**src/include/nvm_prot_pkg.sv**
```systemverilog
`default_nettype none
package nvm_prot_pkg;
	// Lock geometry of the smallest variant; other variants pick 32/16 lock
	// bits, 64/32 pages per region, 256/128 byte pages
	localparam int LOCK_BITS = 8;
	localparam int PAGES_PER_REGION = 32;
	localparam int PAGE_BYTES = 64;
	localparam int REGION_BYTES = PAGES_PER_REGION * PAGE_BYTES;
	localparam int PAGE_NUM_W = 8;
	localparam int REGION_SHIFT = $clog2(PAGES_PER_REGION);
	localparam int LOCK_IDX_W = $clog2(LOCK_BITS);
	localparam int CALIB_W = 8;
	localparam int GP_BITS = 2;
	localparam int GP_BROWNOUT_EN = 0;
	localparam int GP_BROWNOUT_RST = 1;
	// Reset values
	localparam logic [LOCK_BITS-1:0] LOCK_RESET = 8'h00;
	localparam logic [GP_BITS-1:0] GP_RESET = 2'h0;
	// Recovery strap hold time: 10 s at 200 MHz
	localparam longint CLK_HZ = 200000000;
	localparam longint RECOVERY_HOLD_S = 10;
	localparam longint RECOVERY_HOLD_CYC = RECOVERY_HOLD_S * CLK_HZ;
	localparam int RECOVERY_CNT_W = 32;

	// Controller commands
	typedef enum logic [3:0] {
		CMD_NONE = 4'h0,
		CMD_PAGE_PROGRAM = 4'h1,
		CMD_PAGE_ERASE = 4'h2,
		CMD_FULL_ERASE = 4'h3,
		CMD_SET_LOCK = 4'h4,
		CMD_CLEAR_LOCK = 4'h5,
		CMD_SET_SECURITY = 4'h6,
		CMD_SET_GP = 4'h7,
		CMD_CLEAR_GP = 4'h8
	} cmd_type;

	// Command request from software
	typedef struct packed {
		logic valid;
		cmd_type cmd;
		logic [PAGE_NUM_W-1:0] page;
	} cmd_req_type;

	// Command outcome
	typedef struct packed {
		logic done;
		logic go;
		logic aborted;
	} cmd_rsp_type;
endpackage
`default_nettype wire

```
**src/logic/pin_sync.sv**
```systemverilog
`timescale 1ns/1ps
`default_nettype none
// Two-flop synchroniser for a group of pin levels
module pin_sync #(
	parameter int WIDTH = 1
) (
	input wire logic i_clk,
	input wire logic i_rst,
	input wire logic [WIDTH-1:0] i_pin,
	output logic [WIDTH-1:0] o_level
);
	logic [WIDTH-1:0] meta_r;

	// First stage only feeds the second
	always_ff @(posedge i_clk or posedge i_rst)
	begin
		if (i_rst)
		begin
			meta_r <= '0;
			o_level <= '0;
		end
		else
		begin
			meta_r <= i_pin;
			o_level <= meta_r;
		end
	end
endmodule // pin_sync
`default_nettype wire

```
**src/logic/hold_timer.sv**
```systemverilog
`timescale 1ns/1ps
`default_nettype none
// Pulses once when a level has stood for HOLD_CYC cycles without a break
module hold_timer #(
	parameter longint HOLD_CYC = 2000000000
) (
	input wire logic i_clk,
	input wire logic i_rst,
	input wire logic i_level,
	output logic o_expired
);
	import nvm_prot_pkg::*;
	logic [RECOVERY_CNT_W-1:0] cnt_r;
	logic [RECOVERY_CNT_W-1:0] cnt_nxt;
	logic fired_r;
	wire logic hit;

	assign hit = (cnt_r == RECOVERY_CNT_W'(HOLD_CYC - 1));
	assign cnt_nxt = i_level && !hit ? cnt_r + 1'b1 : (i_level ? cnt_r : '0);

	// Fires once per hold; a released level rearms the timer
	always_ff @(posedge i_clk or posedge i_rst)
	begin
		if (i_rst)
		begin
			cnt_r <= '0;
			fired_r <= 1'b0;
			o_expired <= 1'b0;
		end
		else
		begin
			cnt_r <= cnt_nxt;
			fired_r <= i_level && hit;
			o_expired <= i_level && hit && !fired_r;
		end
	end
endmodule // hold_timer
`default_nettype wire

```
**src/logic/flash_protect.sv**
```systemverilog
`timescale 1ns/1ps
`default_nettype none
module flash_protect
	import nvm_prot_pkg::*;
#(
	parameter longint RECOVERY_CYC = nvm_prot_pkg::RECOVERY_HOLD_CYC,
	parameter logic [7:0] CALIB_VALUE = 8'h5a // Arbitrary factory value
) (
	input wire logic i_clk,
	input wire logic i_rst,
	// Software command port of the flash controller unit
	input wire nvm_prot_pkg::cmd_req_type i_cmd,
	output nvm_prot_pkg::cmd_rsp_type o_rsp,
	// Flash mode register field and status register flag
	input wire logic i_lock_err_irq_en,
	input wire logic i_lock_err_clear,
	output logic o_lock_error_flag,
	output logic o_irq,
	// External pins
	input wire logic i_erase_pin,
	input wire logic i_test_mode_pin,
	input wire logic i_port_line_0,
	input wire logic i_port_line_1,
	input wire logic i_port_line_2,
	// Access requests from debug and fast programming port
	input wire logic i_debug_access,
	input wire logic i_fast_prog_access,
	input wire nvm_prot_pkg::cmd_type i_fast_prog_cmd,
	output logic o_debug_grant,
	output logic o_fast_prog_grant,
	// State outputs
	output logic [nvm_prot_pkg::LOCK_BITS-1:0] o_lock_bits,
	output logic o_security,
	output logic o_brownout_det_en,
	output logic o_brownout_rst_en,
	output logic [nvm_prot_pkg::CALIB_W-1:0] o_calib,
	output logic o_fast_prog_mode,
	output logic o_boot_recovery
);
	import nvm_prot_pkg::*;

	logic [LOCK_BITS-1:0] lock_r;
	logic [LOCK_BITS-1:0] lock_nxt;
	logic [GP_BITS-1:0] gp_r;
	logic [GP_BITS-1:0] gp_nxt;
	logic secure_r;
	logic secure_nxt;
	logic erase_seen_r;
	logic erase_seen_nxt;
	logic lock_err_r;
	logic [4:0] pins_s;
	wire logic erase_s;
	wire logic tst_s;
	wire logic pl0_s;
	wire logic pl1_s;
	wire logic pl2_s;
	wire logic recovery_level;
	wire logic [LOCK_IDX_W-1:0] region;
	wire logic is_write;
	wire logic locked_hit;
	wire logic fast_cmd_ok;

	// All pins cross two flops before use
	pin_sync #(
		.WIDTH(5)
	) u_sync (
		.i_clk(i_clk),
		.i_rst(i_rst),
		.i_pin({i_erase_pin, i_test_mode_pin, i_port_line_0,
			i_port_line_1, i_port_line_2}),
		.o_level(pins_s)
	);
	assign erase_s = pins_s[4];
	assign tst_s = pins_s[3];
	assign pl0_s = pins_s[2];
	assign pl1_s = pins_s[1];
	assign pl2_s = pins_s[0];

	// Strap decode for fast programming and recovery
	assign o_fast_prog_mode = tst_s && pl0_s && pl1_s && !pl2_s;
	assign recovery_level = tst_s && pl0_s && pl1_s && pl2_s;

	// Recovery needs the strap held unbroken; a power cycle must follow
	hold_timer #(
		.HOLD_CYC(RECOVERY_CYC)
	) u_recovery (
		.i_clk(i_clk),
		.i_rst(i_rst),
		.i_level(recovery_level),
		.o_expired(o_boot_recovery)
	);

	// Region index is the upper page bits, a power-of-two divide
	assign region = LOCK_IDX_W'(i_cmd.page >> REGION_SHIFT);
	assign is_write = i_cmd.valid && (i_cmd.cmd == CMD_PAGE_PROGRAM ||
		i_cmd.cmd == CMD_PAGE_ERASE || i_cmd.cmd == CMD_FULL_ERASE);
	// A full erase is refused if any region is locked
	assign locked_hit = is_write && ((i_cmd.cmd == CMD_FULL_ERASE) ?
		|lock_r : lock_r[region]);

	// Fast port takes only its documented command set
	assign fast_cmd_ok = i_fast_prog_cmd inside {CMD_NONE,
		CMD_PAGE_PROGRAM, CMD_PAGE_ERASE, CMD_FULL_ERASE, CMD_SET_LOCK,
		CMD_CLEAR_LOCK, CMD_SET_SECURITY};
	assign o_debug_grant = i_debug_access && !secure_r;
	assign o_fast_prog_grant = i_fast_prog_access && o_fast_prog_mode &&
		fast_cmd_ok && !secure_r;

	// Next state of the non-volatile bits
	always_comb
	begin
		lock_nxt = lock_r;
		gp_nxt = gp_r;
		secure_nxt = secure_r;
		erase_seen_nxt = erase_seen_r;
		if (i_cmd.valid && !locked_hit)
		begin
			unique case (i_cmd.cmd)
				CMD_SET_LOCK: lock_nxt[region] = 1'b1;
				CMD_CLEAR_LOCK: lock_nxt[region] = 1'b0;
				CMD_SET_SECURITY: secure_nxt = 1'b1;
				CMD_SET_GP: gp_nxt[i_cmd.page[0]] = 1'b1;
				CMD_CLEAR_GP: gp_nxt[i_cmd.page[0]] = 1'b0;
				CMD_FULL_ERASE:
				begin
					if (erase_seen_r)
					begin
						secure_nxt = 1'b0;
						erase_seen_nxt = 1'b0;
					end
				end
				default:
				begin
				end
			endcase
		end
		// Erase pin wins over lock and general-bit commands in the same cycle; security commands still apply
		if (erase_s)
		begin
			lock_nxt = LOCK_RESET;
			gp_nxt = GP_RESET;
			erase_seen_nxt = 1'b1;
		end
	end

	// Stand-in for the NV cells; reset models a blank part
	always_ff @(posedge i_clk or posedge i_rst)
	begin
		if (i_rst)
		begin
			lock_r <= LOCK_RESET;
			gp_r <= GP_RESET;
			secure_r <= 1'b0;
			erase_seen_r <= 1'b0;
		end
		else
		begin
			lock_r <= lock_nxt;
			gp_r <= gp_nxt;
			secure_r <= secure_nxt;
			erase_seen_r <= erase_seen_nxt;
		end
	end

	// Lock error is sticky; a new error beats a clear
	always_ff @(posedge i_clk or posedge i_rst)
	begin
		if (i_rst)
		begin
			lock_err_r <= 1'b0;
			o_rsp <= '0;
		end
		else
		begin
			if (locked_hit)
				lock_err_r <= 1'b1;
			else if (i_lock_err_clear)
				lock_err_r <= 1'b0;
			o_rsp.done <= i_cmd.valid;
			o_rsp.go <= is_write && !locked_hit;
			o_rsp.aborted <= locked_hit;
		end
	end

	assign o_lock_error_flag = lock_err_r;
	assign o_irq = lock_err_r && i_lock_err_irq_en;
	assign o_lock_bits = lock_r;
	assign o_security = secure_r;
	assign o_brownout_det_en = gp_r[GP_BROWNOUT_EN];
	assign o_brownout_rst_en = gp_r[GP_BROWNOUT_RST];
	assign o_calib = CALIB_VALUE;
endmodule // flash_protect
`default_nettype wire

```
**config.mk**
```make
export PLATFORM = sky130hd
export DESIGN_NAME = flash_protect
export DESIGN_NICKNAME = d
export VERILOG_FILES = /design/src/include/nvm_prot_pkg.sv /design/src/logic/pin_sync.sv /design/src/logic/hold_timer.sv /design/src/logic/flash_protect.sv
export SDC_FILE = /design/constraint.sdc
export NUM_CORES = 1
export LEC_CHECK = 0
export ABC_AREA = 0
export ABC_CLOCK_PERIOD_IN_PS = 4900
export BUFFER_PORTS_ARGS = -buffer_cell sky130_fd_sc_hd__buf_4
export CORE_MARGIN = 5
export CORE_UTILIZATION = 45
export DETAILED_ROUTE_END_ITERATION = 12
export HOLD_SLACK_MARGIN = 0.06
export PLACE_DENSITY_LB_ADDON = 0.12
export RECOVER_POWER = 100
export SYNTH_ARGS = -nofsm -noshare
export SYNTH_HDL_FRONTEND = slang
export SYNTH_SLANG_ARGS = --single-unit
```
**constraint.sdc**
```tcl
create_clock -name i_clk -period 4.9 [get_ports i_clk]
set_clock_uncertainty 0.05 [all_clocks]
set_input_delay 0.98 -clock i_clk [delete_from_list [all_inputs] [get_ports i_clk]]
set_output_delay 0.98 -clock i_clk [all_outputs]
set_load 0.02 [all_outputs]
```
==> summary.md <==
| Metric | Value |
|---|---|
| Post-synth top cells | dfrtp_1 (60), nor2_1 (40), nand3_1 (21), nand2_1 (17), nand4_1 (17) |
| CTS tree | done |
| RSZ-0062 raised after global routing | no |
| Layout overhead on the synthesized area | 14.27% |
| Static Leak | 0.001493 uW |
| Synth area leaders | dfrtp_1 (50%), nor2_1 (5.0%), xor2_1 (4.4%) |
| Power share of the combinational group | 0.069 |
| Area post-placement | around 3300 um2 |
| Post-synth EDFFs | 0 |
| Pwr Total | approximately 960 uW |
| Req. time, crit path | a little under 4 ns |
| Fin worst setup slack | between 2 and 2.5 ns |
| Routed WL per cell | 15.44 um |
| Post-CTS sizing | 0 |
| Setup TNS | 0 ns |
| Setup-failing EPs final | 0 |
| Ys flop type | dfrtp_1 |
| Final ANT Viol Nets | 0 |
| RePlAce Congestion | around 0.91 |
| Final period util | 0.5597 |
| Most frequent cell after synthesis | dfrtp_1 |
| Ys async rst share | 1.000 |
| Final HPWL DP | roughly 4500 um |
| Drt total wl | between 6000 and 7000 um |
| Worst skew pair latency | around 0.33 ns |
| Final instance area | between 3000 and 4000 um2 |
| Post-CTS Hold Fix Bufs | 0 |
| Pin count of the biggest net entering global routing | 61 |
| Switch share | 0.2499 |
| Maximum VDD drop | approximately 0.00014 V |
| Residual DRC count | 0 |
| Cell variety after synth | 42 |
| Clock share of power | 0.400 |
| Initial drt markers | between 60 and 70 |
| Crit path launch type | primary input |
| CP Capture Type | primary output |
| Via Count | between 2000 and 2500 |
| Synth warn | 0 |
| P per Cell Area | between 200 and 300 nW/um2 |
| Die width | between 90 and 100 um |
| First-pass GRT wire length | 11390 um |
| Via density | 5.568 |
| Worst-margin pin slew | around 1.3 ns |
| Register area share after synthesis | 0.5023 |
| Row cnt | 29 |
| Area leader, netlist | dfrtp_1 |
| TritonCTS Buffers | 9 |
| H-tree levels | 3 |
| Vias in the first global route | roughly 2400 |
| Number of port buffers | between 40 and 50 |
| Initial antenna violation count | 0 |
| Register clock-pin slew on the reported worst setup and hold paths | roughly 0.07 ns |
| Int Pwr | 722.3 uW |
| Psw | around 240 uW |
| Post-CTS setup buffers | 0 |
| Worst hold path class | reg2reg |
| Avg Synthesized Cell Area | ~9.8 um2 |
| Fmax | 0.3646 GHz |
| Hold slack | approximately 0.29 ns |
| Slew Limit Fails | 0 |
| Top-area cell type share of the netlist area | 0.5023 |
| Floorplan core area | roughly 6400 um2 |
| Cells after synthesis | just over 300 |
| Dpl ws | between 2 and 2.5 ns |
| Die ar. | around 8400 um2 |
| Total track usage | 0.1689 |
| Seq pwr share | 0.531 |
| Critical path data arrival time | about 1.7 ns |
| Max-Cap Viols | 0 |
| Status | completed |
| Clk sink count | 60 |
| Starting density of the core | 0.4654 |
| Die span in y | approximately 92 um |
| Rel. slew slack | 0.1318 |
| Hold Fails Final Rpt | 0 |
| I/O pin count | 56 |
| Seq cells post-synth | 60 |
| WS Path Type | in2out |
| Grt ovf | 0 |
| Pre-antenna DRT Iters | 4 |
| Share of layout cells above drive strength 1 | 0.1186 |
| Root Driver | clkbuf_8 |
| Min Tclk post-route | between 2 and 3 ns |
| CP Max Fanout | 1 |
| Synthesized area | 2989 um2 |
| Ant. Diodes | 0 |
| Clock buffer depth | 2 |
| Final #Nets | ~380 |
==> metal layers <==
metal,global-route usage,share of wire
met5,0,0
met1,0.2125,0.46
met2,0.2721,0.47
met4,0.07286,0.017
met3,0.04711,0.055
==> area by class of cell <==
| cell class | instances | area, um2 |
|---|---|---|
| clock inverters | 4 | 25.02 |
| clock buffers | 12 | 145.1 |
| well taps | 77 | 96.34 |
| fillers | 627 | 3007 |
| multi-input cells | 224 | 1359 |
| inverters | 9 | 33.78 |
| repair buffers | 45 | 255.2 |
| flip-flops and latches | 60 | 1501 |
==> critical path: stages <==
cell      delay, ns
buf_4          0.11
nor3b_1        0.17
nand2_1        0.07
a31oi_1        0.13
clkbuf_1       0.25
==> state kept, by name, summed over array words and instances (netlist names) <==
name and count:
u_sync.meta_r 5, o_lock_error_flag 1, o_security 1, u_recovery.cnt_r 32, u_sync.o_level 5, u_recovery.o_expired 1, gp_r 2, erase_seen_r 1
o_lock_bits 8, o_rsp 3, u_recovery.fired_r 1
==> placed cells by master (no fill, tap or decap), types with 2 or more instances in the layout <==
master,count
nor4bb_1,2
a21o_1,2
clkinvlp_4,2
conb_1,8
buf_4,17
nor3_1,7
a311oi_1,2
nand4_1,17
or3_1,3
nor4b_1,3
nor2b_1,5
o211ai_1,4
nand2b_1,2
clkbuf_1,24
nor4_1,7
clkbuf_4,6
mux2i_1,11
and2_1,2
or4_1,6
nand3_1,21
o31ai_1,2
nand2_1,17
nor2_1,40
o21ai_0,9
nand4_2,2
a21oi_1,8
and3_1,6
nand3b_1,3
nor3b_1,3
inv_1,9
xor2_1,15
clkinv_2,2
a31oi_1,8
clkbuf_8,10
dfrtp_1,60
==> path summary, 6_finish.rpt <==
check | depth (start not counted) | end | from | slack (ns)
worst min-delay path | 0 | u_sync.o_level[2] | u_sync.meta_r[2] | 0.29
worst max register to register | 5 | u_recovery.cnt_r[2] | u_recovery.cnt_r[23] | 2.33
min in group asynchronous | 3 | o_lock_bits[0] | i_rst | 0.82
max in group asynchronous | 3 | u_recovery.cnt_r[15] | i_rst | 3.47
worst max-delay path | 5 | o_fast_prog_grant | i_fast_prog_cmd[3] | 2.16
worst min register to register | 0 | u_sync.o_level[2] | u_sync.meta_r[2] | 0.29
==> kinds of logic after synthesis <==
logic type / Yosys count / synth area share
AND/OR/NAND/NOR: 151 / 0.2825
flip-flops: 60 / 0.5023
AO/OA/AOI/OAI: 37 / 0.07702
buffers and inverters: 28 / 0.04688
XOR/XNOR: 15 / 0.04395
multiplexers: 12 / 0.04060
other: 2 / 0.002512
adder cells (fa/ha/maj): 1 / 0.004185
==> power groups by stage <==
stage                     sequential [uW]  combinational [uW]  clock [uW]
after floorplan                       522                40.6           0
after global placement                521                72.8           0
after detailed placement              521                73.4           0
after CTS                             512                73.5         400
after global routing                  512                74.7         425
final                                 511                66.5         385
==> per-stage QoR <==
step / util / instances
2_1_floorplan: - / 312
3_3_place_gp: 0.5200 / 415
3_5_place_dp: 0.5200 / 415
4_1_cts: 0.5465 / 431
5_1_grt: 0.5319 / 431
6_report: 0.5319 / 431
No activity file was read; power rests on OpenSTA's default activity.
